==> src/core/asrp_pkg.sv <==
// Constants, register map and state codes for the serial result port.
// Assumes one 125 MHz reference clock drives all of the port's logic.
package asrp_pkg;

	localparam int CHAN_W = 4;
	localparam int RES_W = 12;
	localparam int CNT_W = 12;
	localparam int SYNC_W = 8;
	localparam int APB_AW = 8;

	// Timing, figures in microseconds and MHz
	localparam int REF_CLK_MHZ = 125;
	localparam int SETTLE_US = 10;
	localparam int CONV_US = 15;
	localparam logic [CNT_W-1:0] SETTLE_CYC = CNT_W'(SETTLE_US * REF_CLK_MHZ);
	localparam logic [CNT_W-1:0] CONV_CYC = CNT_W'(CONV_US * REF_CLK_MHZ);

	// Serial framing
	localparam logic [3:0] LAST_BIT = 4'hb;
	localparam int MSB_POS = RES_W - 1;

	// Register byte offsets
	localparam logic [APB_AW-1:0] OFS_SAMPLE = 8'h00;
	localparam logic [APB_AW-1:0] OFS_STATUS = 8'h04;
	localparam logic [APB_AW-1:0] OFS_RESULT = 8'h08;

	// Values after reset
	localparam logic [RES_W-1:0] SAMPLE_RST = 12'h000;
	localparam logic [CHAN_W-1:0] CHAN_RST = 4'h0;
	localparam logic [SYNC_W-1:0] SYNC_RST = 8'hf0;

	typedef enum logic [1:0] {
		ST_IDLE = 2'b00,
		ST_SETTLE = 2'b01,
		ST_CONV = 2'b11,
		ST_HOLD = 2'b10
	} asrp_state_t;

endpackage

==> src/core/asrp_sync.sv <==
// Two-stage synchroniser for a group of asynchronous level inputs.
// Assumes inputs change slowly against the clock; no bus coherency.
`timescale 1ns/1ps
module asrp_sync #(
	parameter int W = 8,
	parameter logic [W-1:0] RST_VAL = '0
) (
	// Clock and reset
	input wire logic clk,
	input wire logic arst_n,
	// Levels
	input wire logic [W-1:0] d,
	output logic [W-1:0] q
);

	logic [W-1:0] meta_q;

	// The first stage feeds only the second
	always_ff @(posedge clk or negedge arst_n)
	begin
		if (!arst_n)
		begin
			meta_q <= RST_VAL;
			q <= RST_VAL;
		end
		else
		begin
			meta_q <= d;
			q <= meta_q;
		end
	end

endmodule

==> src/core/asrp_top.sv <==
// Conversion control and serial result port with an APB register slave.
// Assumes host pins are asynchronous; SAMPLE stands in for the analog code.
`timescale 1ns/1ps

// Notes on behaviour
// RULE_01: Result leaves serially, most significant bit first, least last.
// RULE_02: Top bit is on the serial output as busy falls, no clock needed.
// RULE_03: Each falling serial clock edge moves to the next lower bit.
// RULE_04: Eleventh falling serial clock edge after conversion shows last bit.
// RULE_05: Host keeps the serial clock high while busy is high.
// RULE_06: Host waits the first edge delay after busy falls before clocking.
// RULE_07: Strobe fall with latch enable high picks channel and raises settle.
// RULE_08: Strobe fall with address latch enable low changes nothing.
// RULE_09: Settle already low: conversion starts on strobe rise.
// RULE_10: Strobe high during settle: conversion starts when settle falls.
// RULE_11: Busy is high during conversion and drops when it completes.
// RULE_12: Read enable low and not busy drives output and accepts clock edges.
// RULE_13: Read enable high keeps the serial output released.
// RULE_14: While busy, output, serial clock and read enable have no effect.
// RULE_15: Address latch enable low keeps settle low and the old channel.
// RULE_16: The new result is on the output at the fall of busy.
// RULE_17: Host holds read enable steady, preferably high, during conversion.
// RULE_18: Results are 12-bit two's complement codes.
// RULE_19: Channel address is taken on the strobe's falling edge.
// RULE_20: Strobes are ignored once settle or busy is high until done.
// RULE_21: Host counts twelve bits per result before releasing read enable.
module asrp_top (
	// Clock and reset
	input wire logic REF_CLK,
	input wire logic ARST_N,
	// APB slave
	input wire logic PSEL,
	input wire logic PENABLE,
	input wire logic PWRITE,
	input wire logic [asrp_pkg::APB_AW-1:0] PADDR,
	input wire logic [31:0] PWDATA,
	output logic [31:0] PRDATA,
	output logic PREADY,
	output logic PSLVERR,
	// Conversion control pins
	input wire logic CONVERT_STROBE_N,
	input wire logic ADDRESS_LATCH_ENABLE,
	input wire logic [asrp_pkg::CHAN_W-1:0] CHAN_ADDR,
	output logic SETTLE_FLAG,
	output logic CONVERSION_BUSY,
	output logic [asrp_pkg::CHAN_W-1:0] CHANNEL_SEL,
	// Serial result pins
	input wire logic READ_ENABLE_N,
	input wire logic SERIAL_CLOCK_IN,
	output logic SERIAL_OUT,
	output logic SERIAL_OUT_OE_N
);

	import asrp_pkg::*;

	logic [SYNC_W-1:0] pins_s;
	logic sdc_s;
	logic rd_n_s;
	logic address_latch_enable_s;
	logic wr_n_s;
	logic [CHAN_W-1:0] addr_s;
	logic wr_n_q;
	logic sdc_q;
	logic wr_fall;
	logic wr_rise;
	logic sdc_fall;
	asrp_state_t state_q;
	asrp_state_t state_d;
	logic [CNT_W-1:0] cnt_q;
	logic settle_done;
	logic conv_done;
	logic busy_d;
	logic [RES_W-1:0] sample_q;
	logic [RES_W-1:0] result_q;
	logic [RES_W-1:0] sh_q;
	logic [3:0] bit_cnt_q;
	logic apb_acc;
	logic apb_hit;
	logic [31:0] rd_mux;

	// Every pin from the host is asynchronous
	asrp_sync #(
		.W(SYNC_W),
		.RST_VAL(SYNC_RST)
	) u_sync (
		.clk(REF_CLK),
		.arst_n(ARST_N),
		.d({SERIAL_CLOCK_IN, READ_ENABLE_N, ADDRESS_LATCH_ENABLE,
			CONVERT_STROBE_N, CHAN_ADDR}),
		.q(pins_s)
	);

	assign sdc_s = pins_s[7];
	assign rd_n_s = pins_s[6];
	assign address_latch_enable_s = pins_s[5];
	assign wr_n_s = pins_s[4];
	assign addr_s = pins_s[3:0];

	// Edge detection on synchronised levels only
	always_ff @(posedge REF_CLK or negedge ARST_N)
	begin
		if (!ARST_N)
		begin
			wr_n_q <= 1'b1;
			sdc_q <= 1'b1;
		end
		else
		begin
			wr_n_q <= wr_n_s;
			sdc_q <= sdc_s;
		end
	end

	assign wr_fall = wr_n_q & ~wr_n_s;
	assign wr_rise = ~wr_n_q & wr_n_s;
	assign sdc_fall = sdc_q & ~sdc_s;

	assign settle_done = (state_q == ST_SETTLE) && (cnt_q == SETTLE_CYC - 1'b1);
	assign conv_done = (state_q == ST_CONV) && (cnt_q == CONV_CYC - 1'b1);

	// Strobes outside idle and hold fall through untouched [RULE_20]
	always_comb
	begin
		state_d = state_q;
		unique case (state_q)
			ST_IDLE:
			begin
				if (wr_fall && address_latch_enable_s)
					state_d = ST_SETTLE; // [RULE_07]
				else if (wr_rise)
					state_d = ST_CONV; // [RULE_15]
			end
			ST_SETTLE:
			begin
				if (settle_done)
					state_d = wr_n_s ? ST_CONV : ST_HOLD; // [RULE_10]
			end
			ST_HOLD:
			begin
				if (wr_rise)
					state_d = ST_CONV; // [RULE_09]
			end
			ST_CONV:
			begin
				if (conv_done)
					state_d = ST_IDLE;
			end
		endcase
	end

	assign busy_d = (state_d == ST_CONV);

	always_ff @(posedge REF_CLK or negedge ARST_N)
	begin
		if (!ARST_N)
			state_q <= ST_IDLE;
		else
			state_q <= state_d;
	end

	// One timer serves settling and conversion
	always_ff @(posedge REF_CLK or negedge ARST_N)
	begin
		if (!ARST_N)
			cnt_q <= '0;
		else if (state_d != state_q)
			cnt_q <= '0;
		else
			cnt_q <= cnt_q + 1'b1;
	end

	// Flags follow the next state so they change on the deciding edge
	always_ff @(posedge REF_CLK or negedge ARST_N)
	begin
		if (!ARST_N)
		begin
			SETTLE_FLAG <= 1'b0;
			CONVERSION_BUSY <= 1'b0;
		end
		else
		begin
			SETTLE_FLAG <= (state_d == ST_SETTLE); // [RULE_15]
			CONVERSION_BUSY <= busy_d; // [RULE_11]
		end
	end

	// Address is caught with the strobe fall, else the old channel stays
	always_ff @(posedge REF_CLK or negedge ARST_N)
	begin
		if (!ARST_N)
			CHANNEL_SEL <= CHAN_RST;
		else if (state_q == ST_IDLE && wr_fall && address_latch_enable_s)
			CHANNEL_SEL <= addr_s; // [RULE_07] [RULE_19] [RULE_08]
	end

	// Driver released while busy or while read enable is high
	always_ff @(posedge REF_CLK or negedge ARST_N)
	begin
		if (!ARST_N)
			SERIAL_OUT_OE_N <= 1'b1;
		else
			SERIAL_OUT_OE_N <= rd_n_s | busy_d; // [RULE_12] [RULE_13] [RULE_14]
	end

	// Result capture and serial shifting
	always_ff @(posedge REF_CLK or negedge ARST_N)
	begin
		if (!ARST_N)
		begin
			result_q <= SAMPLE_RST;
			sh_q <= SAMPLE_RST;
			bit_cnt_q <= 4'h0;
			SERIAL_OUT <= 1'b0;
		end
		else if (conv_done)
		begin
			// Code is kept as two's complement, no offset applied [RULE_18]
			result_q <= sample_q;
			sh_q <= sample_q;
			bit_cnt_q <= 4'h0;
			SERIAL_OUT <= sample_q[MSB_POS]; // [RULE_02] [RULE_16]
		end
		else if (!CONVERSION_BUSY && !rd_n_s && sdc_fall &&
			bit_cnt_q != LAST_BIT)
		begin
			// Extra clocks after the last bit leave it standing
			sh_q <= {sh_q[RES_W-2:0], 1'b0}; // [RULE_01] [RULE_03]
			SERIAL_OUT <= sh_q[RES_W-2];
			bit_cnt_q <= bit_cnt_q + 1'b1; // [RULE_04] [RULE_12]
		end
	end

	// APB: one wait state, write and read data on the pready edge
	assign apb_acc = PSEL & PENABLE;
	assign apb_hit = (PADDR == OFS_SAMPLE) || (PADDR == OFS_STATUS) ||
		(PADDR == OFS_RESULT);

	always_comb
	begin
		rd_mux = 32'h0000_0000;
		unique case (PADDR)
			OFS_SAMPLE: rd_mux = {20'h00000, sample_q};
			OFS_STATUS: rd_mux = {20'h00000, bit_cnt_q, CHANNEL_SEL,
				2'b00, SETTLE_FLAG, CONVERSION_BUSY};
			OFS_RESULT: rd_mux = {20'h00000, result_q};
			default: rd_mux = 32'h0000_0000;
		endcase
	end

	always_ff @(posedge REF_CLK or negedge ARST_N)
	begin
		if (!ARST_N)
		begin
			PREADY <= 1'b0;
			PRDATA <= 32'h0000_0000;
			PSLVERR <= 1'b0;
		end
		else if (apb_acc && !PREADY)
		begin
			PREADY <= 1'b1;
			PRDATA <= PWRITE ? 32'h0000_0000 : rd_mux;
			PSLVERR <= ~apb_hit;
		end
		else
		begin
			PREADY <= 1'b0;
			PRDATA <= 32'h0000_0000;
			PSLVERR <= 1'b0;
		end
	end

	// Sample code may change at any time; it is taken at conversion end
	always_ff @(posedge REF_CLK or negedge ARST_N)
	begin
		if (!ARST_N)
			sample_q <= SAMPLE_RST;
		else if (apb_acc && PREADY && PWRITE && PADDR == OFS_SAMPLE)
			sample_q <= PWDATA[RES_W-1:0];
	end

	property p_bit_order;
		@(posedge REF_CLK) disable iff (!ARST_N)
		!CONVERSION_BUSY |-> SERIAL_OUT == result_q[LAST_BIT - bit_cnt_q];
	endproperty
	a_bit_order: assert property (p_bit_order) // [RULE_01]
		else $error("serial bit does not match result position");

	property p_msb_at_fall;
		@(posedge REF_CLK) disable iff (!ARST_N)
		$fell(CONVERSION_BUSY) |-> SERIAL_OUT == result_q[MSB_POS] &&
			result_q == $past(sample_q) && bit_cnt_q == 4'h0;
	endproperty
	a_msb_at_fall: assert property (p_msb_at_fall) // [RULE_02]
		else $error("top bit not presented when busy fell");

	property p_shift_step;
		@(posedge REF_CLK) disable iff (!ARST_N)
		!CONVERSION_BUSY && !rd_n_s && sdc_fall && bit_cnt_q < LAST_BIT
		|=> bit_cnt_q == $past(bit_cnt_q) + 1'b1;
	endproperty
	a_shift_step: assert property (p_shift_step) // [RULE_03]
		else $error("falling serial clock did not advance the bit");

	property p_lsb_last;
		@(posedge REF_CLK) disable iff (!ARST_N)
		!CONVERSION_BUSY && !rd_n_s && sdc_fall && bit_cnt_q == 4'ha
		|=> SERIAL_OUT == result_q[0] && bit_cnt_q == LAST_BIT;
	endproperty
	a_lsb_last: assert property (p_lsb_last) // [RULE_04]
		else $error("last bit not shown after eleventh edge");

	property p_select;
		@(posedge REF_CLK) disable iff (!ARST_N)
		state_q == ST_IDLE && wr_fall && address_latch_enable_s
		|=> SETTLE_FLAG && CHANNEL_SEL == $past(addr_s);
	endproperty
	a_select: assert property (p_select) // [RULE_07]
		else $error("channel not taken or settle not raised");

	property p_no_select;
		@(posedge REF_CLK) disable iff (!ARST_N)
		!address_latch_enable_s && state_q == ST_IDLE |=> !SETTLE_FLAG && $stable(CHANNEL_SEL);
	endproperty
	a_no_select: assert property (p_no_select) // [RULE_15]
		else $error("channel or settle changed with latch enable low");

	property p_start_rise;
		@(posedge REF_CLK) disable iff (!ARST_N)
		state_q == ST_HOLD && wr_rise |=> CONVERSION_BUSY && !SETTLE_FLAG;
	endproperty
	a_start_rise: assert property (p_start_rise) // [RULE_09]
		else $error("strobe rise did not start conversion");

	property p_start_settle;
		@(posedge REF_CLK) disable iff (!ARST_N)
		$fell(SETTLE_FLAG) && $past(wr_n_s) |-> CONVERSION_BUSY;
	endproperty
	a_start_settle: assert property (p_start_settle) // [RULE_10]
		else $error("conversion not started as settle fell");

	property p_busy_length;
		@(posedge REF_CLK) disable iff (!ARST_N)
		$fell(CONVERSION_BUSY) |-> $past(cnt_q) == CONV_CYC - 1'b1;
	endproperty
	a_busy_length: assert property (p_busy_length) // [RULE_11]
		else $error("busy length differs from conversion time");

	property p_drive;
		@(posedge REF_CLK) disable iff (!ARST_N)
		##1 SERIAL_OUT_OE_N == ($past(rd_n_s) | CONVERSION_BUSY);
	endproperty
	a_drive: assert property (p_drive) // [RULE_13]
		else $error("output enable disagrees with read enable and busy");

	property p_busy_frozen;
		@(posedge REF_CLK) disable iff (!ARST_N)
		CONVERSION_BUSY ##1 CONVERSION_BUSY |-> $stable(sh_q) &&
			SERIAL_OUT_OE_N;
	endproperty
	a_busy_frozen: assert property (p_busy_frozen) // [RULE_14]
		else $error("shift or drive active while busy");

	property p_ignore;
		@(posedge REF_CLK) disable iff (!ARST_N)
		(SETTLE_FLAG || CONVERSION_BUSY) && wr_fall |=> $stable(CHANNEL_SEL);
	endproperty
	a_ignore: assert property (p_ignore) // [RULE_20]
		else $error("strobe acted during a conversion cycle");

endmodule

==> config.mk <==
export PLATFORM = sky130hd
export DESIGN_NAME = asrp_top
export DESIGN_NICKNAME = d
export VERILOG_FILES = /design/src/core/asrp_pkg.sv /design/src/core/asrp_sync.sv /design/src/core/asrp_top.sv
export SDC_FILE = /design/constraint.sdc
export NUM_CORES = 1
export LEC_CHECK = 0
export BUFFER_PORTS_ARGS = -buffer_cell sky130_fd_sc_hd__clkbuf_2
export CORE_UTILIZATION = 53
export DETAILED_ROUTE_END_ITERATION = 8
export GPL_ROUTABILITY_DRIVEN = 0
export GPL_TIMING_DRIVEN = 0
export PLACE_DENSITY = 0.8
export REMOVE_ABC_BUFFERS = 1
export SYNTH_ARGS = -nofsm -noshare
export SYNTH_HDL_FRONTEND = slang
export SYNTH_SLANG_ARGS = --single-unit
==> constraint.sdc <==
create_clock -name REF_CLK -period 2.2 [get_ports REF_CLK]
set_input_delay 0.11 -clock REF_CLK [delete_from_list [all_inputs] [get_ports REF_CLK]]
set_output_delay 0.11 -clock REF_CLK [all_outputs]
set_load 0.005 [all_outputs]
**Word level (Yosys, flattened, before mapping)**

Index checks and enable logic that the tools add are counted.

- Word-level logic and storage cells: 78
- Input port bits: 53
- Output and inout port bits: 42
- Register bits: 113

- Eq/ne operators: 11
- Multiplexer cells: 18
- Reductions and logical operators: 20
- Bitwise operators: 9
- $add $sub $neg: 2

Operators with widths:

| operator | number |
|---|---|
| two-way mux 32 bit | 2 |
| one-hot mux 12 bit (3 select lines) | 1 |
| equality test 12 x 11 -> 1 bit, second input constant | 2 |
| two-way mux 11 bit | 2 |
| adder 12 x 1 -> 12 bit, second input constant | 1 |
| logical AND 1 bit | 12 |
| two-way mux 12 bit | 1 |
| equality test 8 x 3 -> 1 bit, second input constant | 1 |
| equality test 8 x 4 -> 1 bit, second input constant | 1 |
| logical NOT 8 bit | 1 |
| two-way mux 2 bit | 4 |
| two-way mux 4 bit | 2 |
| one-hot mux 2 bit (4 select lines) | 1 |
| equality test 2 bit, second input constant | 3 |
| two-way mux 1 bit | 5 |
| adder 4 x 1 -> 4 bit, second input constant | 1 |
| bitwise AND 1 bit | 4 |
| equality test 2 x 1 -> 1 bit, second input constant | 2 |
| != test 4 bit, second input constant | 1 |
| NOT 1 bit | 4 |
| logical NOT 1 bit | 3 |
| logical NOT 2 bit | 1 |
| logical OR 1 bit | 2 |
| != test 2 bit | 1 |
| other kinds (2) | 2 |

**Longest topological paths before layout**

Gate-level depths: netlist (run 1).

- Depth in word-level cells: 7
- Gate-level depth with buffers: 8
- Mapped depth without buffers: 7

**By module**

Synthesis (run 1) repeated with hierarchy kept, for this count alone.

- Cells, all modules: 343
- Area, all modules: 3988.8 um2

By module, submodules not included:

| module | times used | cells each | area each (um2) | seq. area each (um2) |
|---|---|---|---|---|
| asrp_top | 1 | 327 | 3578.4 | 1930.6 |
| asrp_sync | 1 | 16 | 410.4 | 410.4 |

**Least setup slack after synthesis (run 1)**

OpenSTA, ideal clock, no wires.

- Kind: flip-flop to flip-flop
- Start point: register sdc_q
- End point: register SERIAL_OUT
- Data arrival time: 1.499 ns
- Period minus slack after synthesis: 1.626 ns
- Cell stages (with the launch flop): 6
- Path slack: 0.574 ns
- Path through: dfstp_2 nor4b_1 o21ai_2 buf_6 mux2i_1 o21ai_0

- Longest elaborated chain between the ends: 4

RTL lines:

| what | RTL line | RTL |
|---|---|---|
| start, declared | asrp_top.sv:63 | `logic sdc_q;` |
| start signal, assigned | asrp_top.sv:110 | `sdc_q <= sdc_s;` |
| bitwise AND 1 bit | asrp_top.sv:116 | `assign sdc_fall = sdc_q & ~sdc_s;` |
| logical AND 1 bit (2 in series) | asrp_top.sv:223 | `else if (!CONVERSION_BUSY && !rd_n_s && sdc_fall &&` |
| nonzero test 2 bit (no source line) | n/a |  |
| end signal, assigned | asrp_top.sv:221 | `SERIAL_OUT <= sample_q[MSB_POS];` |
| end signal, assigned | asrp_top.sv:228 | `SERIAL_OUT <= sh_q[RES_W-2];` |
| end, declared | asrp_top.sv:50 | `output logic SERIAL_OUT,` |

No other way between the ends.
A chain may end at the register's enable or synchronous reset.

**Final worst setup path (run 1)**

- Start point: register cnt_q[2]
- End point: register SETTLE_FLAG

- Longest elaborated chain between the ends: 5
- Elaborated cells on any way between the ends: 8
- Those cells by class: eq/ne (3); mux (3); reduce/logical (2)

RTL lines:

| what | RTL line | RTL |
|---|---|---|
| start, declared | asrp_top.sv:69 | `logic [CNT_W-1:0] cnt_q;` |
| start signal, assigned | asrp_top.sv:169 | `cnt_q <= cnt_q + 1'b1;` |
| equality test 12 x 11 -> 1 bit (on tied branches) | asrp_top.sv:119, asrp_top.sv:118 |  |
| logical AND 1 bit (on tied branches) | asrp_top.sv:119, asrp_top.sv:118 |  |
| two-way mux 2 bit (on tied branches) | asrp_top.sv:145, asrp_top.sv:135 |  |
| one-hot mux 2 bit (4 select lines) (*) | asrp_top.sv:125 | `unique case (state_q)` |
| net state_d[1] | asrp_top.sv:68 | `asrp_state_t state_d;` |
| equality test 2 x 1 -> 1 bit (*) | asrp_top.sv:182 | `SETTLE_FLAG <= (state_d == ST_SETTLE);` |
| end signal, assigned | asrp_top.sv:182 |  |
| end, declared | asrp_top.sv:44 | `output logic SETTLE_FLAG,` |

Mark *: on every way through the listed nets, which the timed path passes. The rest lies on a longest branch.

==> impl_metrics.env, run 1 <==
export IMPL_final_util_pct=65.0
export IMPL_tritoncts="done"
export IMPL_hp_class="in -> reg"
export IMPL_syn_inst=342
export IMPL_dp_slack_ns=0.0165
export IMPL_num_vias=2616
export IMPL_setup_tns_ns=0
export IMPL_dr_pass1_iters=4
export IMPL_synthDistinctLibCells=39
export IMPL_rsz0062_at_grt="no"
export IMPL_startpoint_type="flip-flop"
export IMPL_crit_start="cnt_q[2]"
export IMPL_synth_area_top_cells="dfrtp_1 51%, dfstp_2 7.3%, mux2i_1 6.0%"
export IMPL_cp_max_fo=28
export IMPL_async_flop_share_pct=100
export IMPL_ys_seq_area_share_pct=58.7
export IMPL_antenna_found_initial=0
export IMPL_drt_initial_drc_count=170
export IMPL_finalNetCount=475
export IMPL_post_drt_wl_per_cell_um=14.0
export IMPL_synth_area_leader_cell="dfrtp_1"
export IMPL_drive_gt1_share_pct=25.3
export IMPL_drc_errors=0
export IMPL_n_antenna_cell=0
export IMPL_num_rows=31
export IMPL_gr_total_overflow=0
export IMPL_synth_edff_count=0
export IMPL_cts_sinks=93
export IMPL_syn_area_um2=3990
export IMPL_path_clk_slew_ns=0.08
export IMPL_crit_type="reg -> reg"
export IMPL_final_period_utilization_pct=89.0
export IMPL_htreeDepth=3
export IMPL_wl_um=7320
export IMPL_synth_top_area_share_pct=51.5
export IMPL_dieArea_um2=7870
export IMPL_required_ns=2.48
export IMPL_finalMaxSlewViolations=0
export IMPL_grt_max_degree=66
export IMPL_clockBufferDepth=2
export IMPL_cap_violations=0
export IMPL_crit_end="SETTLE_FLAG"
export IMPL_max_slew_margin_pct=40.2
export IMPL_syn_to_final_growth_pct=18.3
export IMPL_p_leak_nw=2.45
export IMPL_core_area_um2=7250
export IMPL_period_minus_slack_ns=1.96
export IMPL_grt_pass1_wl_um=12000
export IMPL_cts_buffers=9
export IMPL_port_buffers=54
export IMPL_syn_avg_cell_area_um2=11.7
export IMPL_finalSetupViolCount=0
export IMPL_dp_hpwl_um=4680
export IMPL_worst_slack_ns=0.241
export IMPL_yosysWarnings=0
export IMPL_end_kind="flip-flop"
export IMPL_tightest_slew_ns=0.896
export IMPL_finClkSkew_ns=0.0129
export IMPL_start_util_pct=54.9
export IMPL_hold_viol_final=0
export IMPL_fp_dieW_um=88.7
export IMPL_reg2reg_slack_ns=0.24
export IMPL_p_total_mw=3.61
export IMPL_reg2reg_depth=5
export IMPL_viasPerCell=5.01
export IMPL_reg2reg_from="cnt_q[2]"
export IMPL_ioPinCount=95
export IMPL_critPathArrivalTime_ns=2.24
export IMPL_grt_pass1_vias=2538
export IMPL_ys_flop_type="dfrtp_1"
export IMPL_status="finished, final reports clean"
export IMPL_holdWs_ns=0.00513
export IMPL_die_h_um=88.7
export IMPL_ant_nets=0
export IMPL_max_freq_mhz=510
export IMPL_vdd_ir_drop_max_uv=593
export IMPL_ys_ff_latch=93
export IMPL_insertion_delay_ns=0.36
export IMPL_root_buffer="clkbuf_8"
export IMPL_rr_endpoint="SETTLE_FLAG"
export IMPL_power_density_nw_per_um2=766
export IMPL_grtUsageTotal_pct=20.6
-- worst min-delay path by stage --
stage | end | from | slack (ns) | cells past startpoint
after floorplan | CHANNEL_SEL[0] | ARST_N | -0.19 | 0
after CTS | sample_q[0] | PWDATA[0] | 0.002 | 2
final | sample_q[0] | PWDATA[0] | 0.005 | 2
after global routing | sample_q[0] | PWDATA[0] | 0.004 | 2
after detailed placement | sample_q[2] | ARST_N | 0.10 | 1
after global placement | u_sync.meta_q[7] | SERIAL_CLOCK_IN | 0.20 | 1
-- through the flow --
step / std cells / area (um^2)
floorplan: 328 / 3840
global placement: 481 / 4230
detailed placement: 482 / 4260
CTS: 518 / 4680
global route: 522 / 4710
finish: 522 / 4710
-- synth_stat cells (2+ instances only) --
cell and n:
dfrtp_1 82, buf_2 5, nand3_1 6, o211ai_1 2, nand2_1 45, a21oi_1 12, buf_4 20, mux2i_1 24
nand4_1 8, dfstp_2 11, xor2_1 12, o21ai_0 12, nor3_1 5, and4b_1 2, nor2_1 42, mux2_4 10
clkbuf_1 6, nor2b_1 2, mux2_2 6, buf_6 2, inv_1 3, and4_1 4, ha_1 4, a21o_1 2
-- per-layer routing --
metal / up-vias / GRT usage [%] / wire length [um]
li1: 1259 / - / -
met1: 1283 / 26.6 / 3340
met2: 62 / 34.0 / 3590
met3: 12 / 4.76 / 280
met4: 0 / 7.48 / 108
met5: - / 0 / 0
-- cell families after synthesis --
logic type	after synthesis	share of synthesized area [%]
compound gates	32	4.58
xor+xnor	13	2.86
fa+ha+maj	4	1.26
buf+inv	36	5.81
flops	93	58.7
mux	40	11.5
other cells	1	0.0941
simple gates	123	15.2
-- power by group --
group	switching, mW	internal (mW)
Sequential	0.141	1.84
Combinational	0.212	0.190
Clock	0.588	0.643
Total	0.941	2.67
-- area by class of cell --
cell class              instances  area (um^2)
clock buffers                  10          128
clock inverters                 6         87.6
fillers                       570         2540
inverters                       3         11.3
multi-input cells             232         1490
flip-flops and latches         93         2340
well taps                      99          124
repair buffers                 79          531
-- registers in the layout (all words and copies together), names as in the netlist, 2 cells and up --
register / cells
PRDATA: 12
cnt_q: 12
result_q: 12
sample_q: 12
sh_q: 11
u_sync.meta_q: 8
u_sync.q: 8
CHANNEL_SEL: 4
bit_cnt_q: 4
state_q: 2
-- repair_timing --
item                                   in CTS  in global routing
resized for setup                           1                  1
gates cloned                                0                  0
buffers inserted                            0                  4
pin swaps                                   0                  2
endpoints found under the hold margin      47                  0
hold buffers                               20                  0
setup endpoints to repair                   5                 44
-- critical path: stages, from the launching register on --
cell,delay (ns)
dfrtp_1,0.47
nor4b_4,0.40
and4_2,0.64
a21o_1,0.18
inv_1,0.07
a21oi_1,0.12
-- cell usage in the layout, fill, tap and decap left out, types with 2 or more instances in the layout --
cell type / n
a21o_1: 2
a21oi_1: 12
and4_1: 3
and4b_1: 2
buf_4: 4
bufinv_16: 2
clkbuf_2: 53
clkbuf_8: 9
clkinv_2: 2
conb_1: 20
dfrtp_1: 82
dfstp_2: 11
dlygate4sd3_1: 20
ha_1: 4
inv_1: 3
mux2_2: 6
mux2_4: 10
mux2i_1: 24
nand2_1: 45
nand3_1: 6
nand4_1: 8
nor2_1: 42
nor2b_1: 2
nor3_1: 5
o211ai_1: 2
o21ai_0: 12
xor2_1: 12
(Power assumes the default switching activity.)
==> run 2, diff against run 1 <==
--- a/config.mk
+++ b/config.mk
@@ -6,6 +6,7 @@
 export NUM_CORES = 1
 export LEC_CHECK = 0
 export BUFFER_PORTS_ARGS = -buffer_cell sky130_fd_sc_hd__clkbuf_2
+export CORE_ASPECT_RATIO = 0.9
 export CORE_UTILIZATION = 53
 export DETAILED_ROUTE_END_ITERATION = 8
 export GPL_ROUTABILITY_DRIVEN = 0
==> run 2 against run 1 <==
  * Register-to-register slack got worse by 0.15 ns
  * Worst hold slack improved by 0.027 ns
  * Via count rose by 1.3%
  * Die area barely moved
  * Critical endpoint unchanged
==> impl_metrics.env, run 2 (synthesis gave the netlist of run 1 again) <==
export IMPL_reg2reg_from="cnt_q[2]"
export IMPL_mostFrequentLayoutCells="82 x dfrtp_1, 53 x clkbuf_2, 45 x nand2_1"
export IMPL_drive_gt1_share_pct=24.7
export IMPL_power_density_nw_per_um2=753
export IMPL_insertion_delay_ns=0.37
export IMPL_reg2reg_depth=4
export IMPL_status="finished, final reports clean"
export IMPL_vdd_ir_drop_max_uv=471
export IMPL_path_cells="nor4b_4 > nand4_1 > nand3_1 > a21oi_1"
export IMPL_cp_max_fo=14
export IMPL_startpoint_type="flip-flop"
export IMPL_cts_sinks=93
export IMPL_n_antenna_cell=0
export IMPL_end_kind="flip-flop"
export IMPL_dieArea_um2=7870
export IMPL_start_util_pct=55.8
export IMPL_drt_initial_drc_count=126
export IMPL_hp_class="in -> reg"
export IMPL_htreeDepth=3
export IMPL_syn_to_final_growth_pct=17.4
export IMPL_finalSetupViolCount=0
export IMPL_rr_endpoint="SETTLE_FLAG"
export IMPL_hold_viol_final=0
export IMPL_port_buffers=54
export IMPL_p_leak_nw=2.43
export IMPL_hold_path_startpoint="PENABLE"
export IMPL_antenna_found_initial=0
export IMPL_critPathMaxStageDelay_ns=0.66
export IMPL_timing_critical_path_buf_inv=0
export IMPL_cap_violations=0
export IMPL_viasPerCell=5.16
export IMPL_tritoncts="done"
export IMPL_fp_dieW_um=93.4
export IMPL_mostFrequentLayoutCell="dfrtp_1"
export IMPL_ioPinCount=95
export IMPL_slowest_stage="nand4_1"
export IMPL_tightest_slew_ns=0.898
export IMPL_cts_buffers=9
export IMPL_root_buffer="clkbuf_8"
export IMPL_post_drt_wl_per_cell_um=14.3
export IMPL_crit_start="cnt_q[2]"
export IMPL_p_total_mw=3.52
export IMPL_final_util_pct=65.4
export IMPL_grtUsageTotal_pct=20.6
export IMPL_min_to="PREADY"
export IMPL_required_ns=2.44
export IMPL_core_area_um2=7150
export IMPL_finalNetCount=473
export IMPL_period_minus_slack_ns=2.11
export IMPL_final_period_utilization_pct=96.1
export IMPL_finalMaxSlewViolations=0
export IMPL_num_rows=29
export IMPL_critPathArrivalTime_ns=2.35
export IMPL_wl_um=7350
export IMPL_grt_pass1_vias=2524
export IMPL_die_h_um=84.3
export IMPL_setup_tns_ns=0
export IMPL_path_clk_slew_ns=0.09
export IMPL_holdWs_ns=0.0326
export IMPL_num_vias=2651
export IMPL_dpl_cell_area_um2=4250
export IMPL_grt_pass1_wl_um=12100
export IMPL_crit_type="reg -> reg"
export IMPL_max_freq_mhz=473
export IMPL_drc_errors=0
export IMPL_dr_pass1_iters=4
export IMPL_ant_nets=0
export IMPL_critPathTopFamily="simple AND/OR/NAND/NOR gates"
export IMPL_reg2reg_slack_ns=0.09
export IMPL_clockBufferDepth=2
export IMPL_grt_max_degree=60
export IMPL_finClkSkew_ns=0.00929
export IMPL_min_path_cells=3
export IMPL_fin_area_um2=4680
export IMPL_max_slew_margin_pct=40.1
export IMPL_gr_total_overflow=0
export IMPL_dp_hpwl_um=4890
run 2: worst register-to-register path, stage by stage (launching register included):
cell     delay, ns
dfrtp_1       0.48
nor4b_4       0.45
nand4_1       0.66
nand3_1       0.30
a21oi_1       0.10
run 2: stage by stage:
stage	instances	setup slack, ns
final	514	0.0869
after detailed placement	476	0.00540
after CTS	513	0.0334
after global placement	475	0.00727
after floorplan	328	0.415
after global routing	514	-0.0121
run 2: where the power goes:
| part | total [mW] | internal [mW] | leakage (nW) | switching, mW |
|---|---|---|---|---|
| Sequential | 1.99 | 1.84 | 1.21 | 0.153 |
| Combinational | 0.398 | 0.191 | 1.13 | 0.208 |
| Clock | 1.13 | 0.558 | 0.0959 | 0.576 |
run 2: per-layer routing:
| metal | GRT usage (%) | routed length (um) |
|---|---|---|
| met1 | 27.7 | 3270 |
| met2 | 31.6 | 3530 |
| met3 | 6.97 | 431 |
| met5 | 0 | 0 |
| met4 | 6.85 | 123 |
run 2: how the worst max path moves through the flow:
stage	to	slack, ns	cells after the start
2_1_floorplan	SETTLE_FLAG	0.41	5
3_5_place_dp	SETTLE_FLAG	0.005	5
3_3_place_gp	u_sync.meta_q[1]	0.007	1
5_1_grt	SETTLE_FLAG	-0.01	4
4_1_cts	cnt_q[9]	0.03	4
6_report	SETTLE_FLAG	0.09	4
run 2: timing repair:
item	CTS	global route
pin swaps	0	1
setup buffers	0	1
endpoints found under the setup margin	2	22
endpoints found under the hold margin	48	0
resized for setup	1	1
hold buffers	21	0
run 2: layout make-up:
cell class / instances / area, um^2
inverters: 3 / 11.3
flip-flops and latches: 93 / 2340
well taps: 93 / 116
fillers: 530 / 2470
clock buffers: 11 / 141
repair buffers: 77 / 518
clock inverters: 5 / 58.8
multi-input cells: 232 / 1490
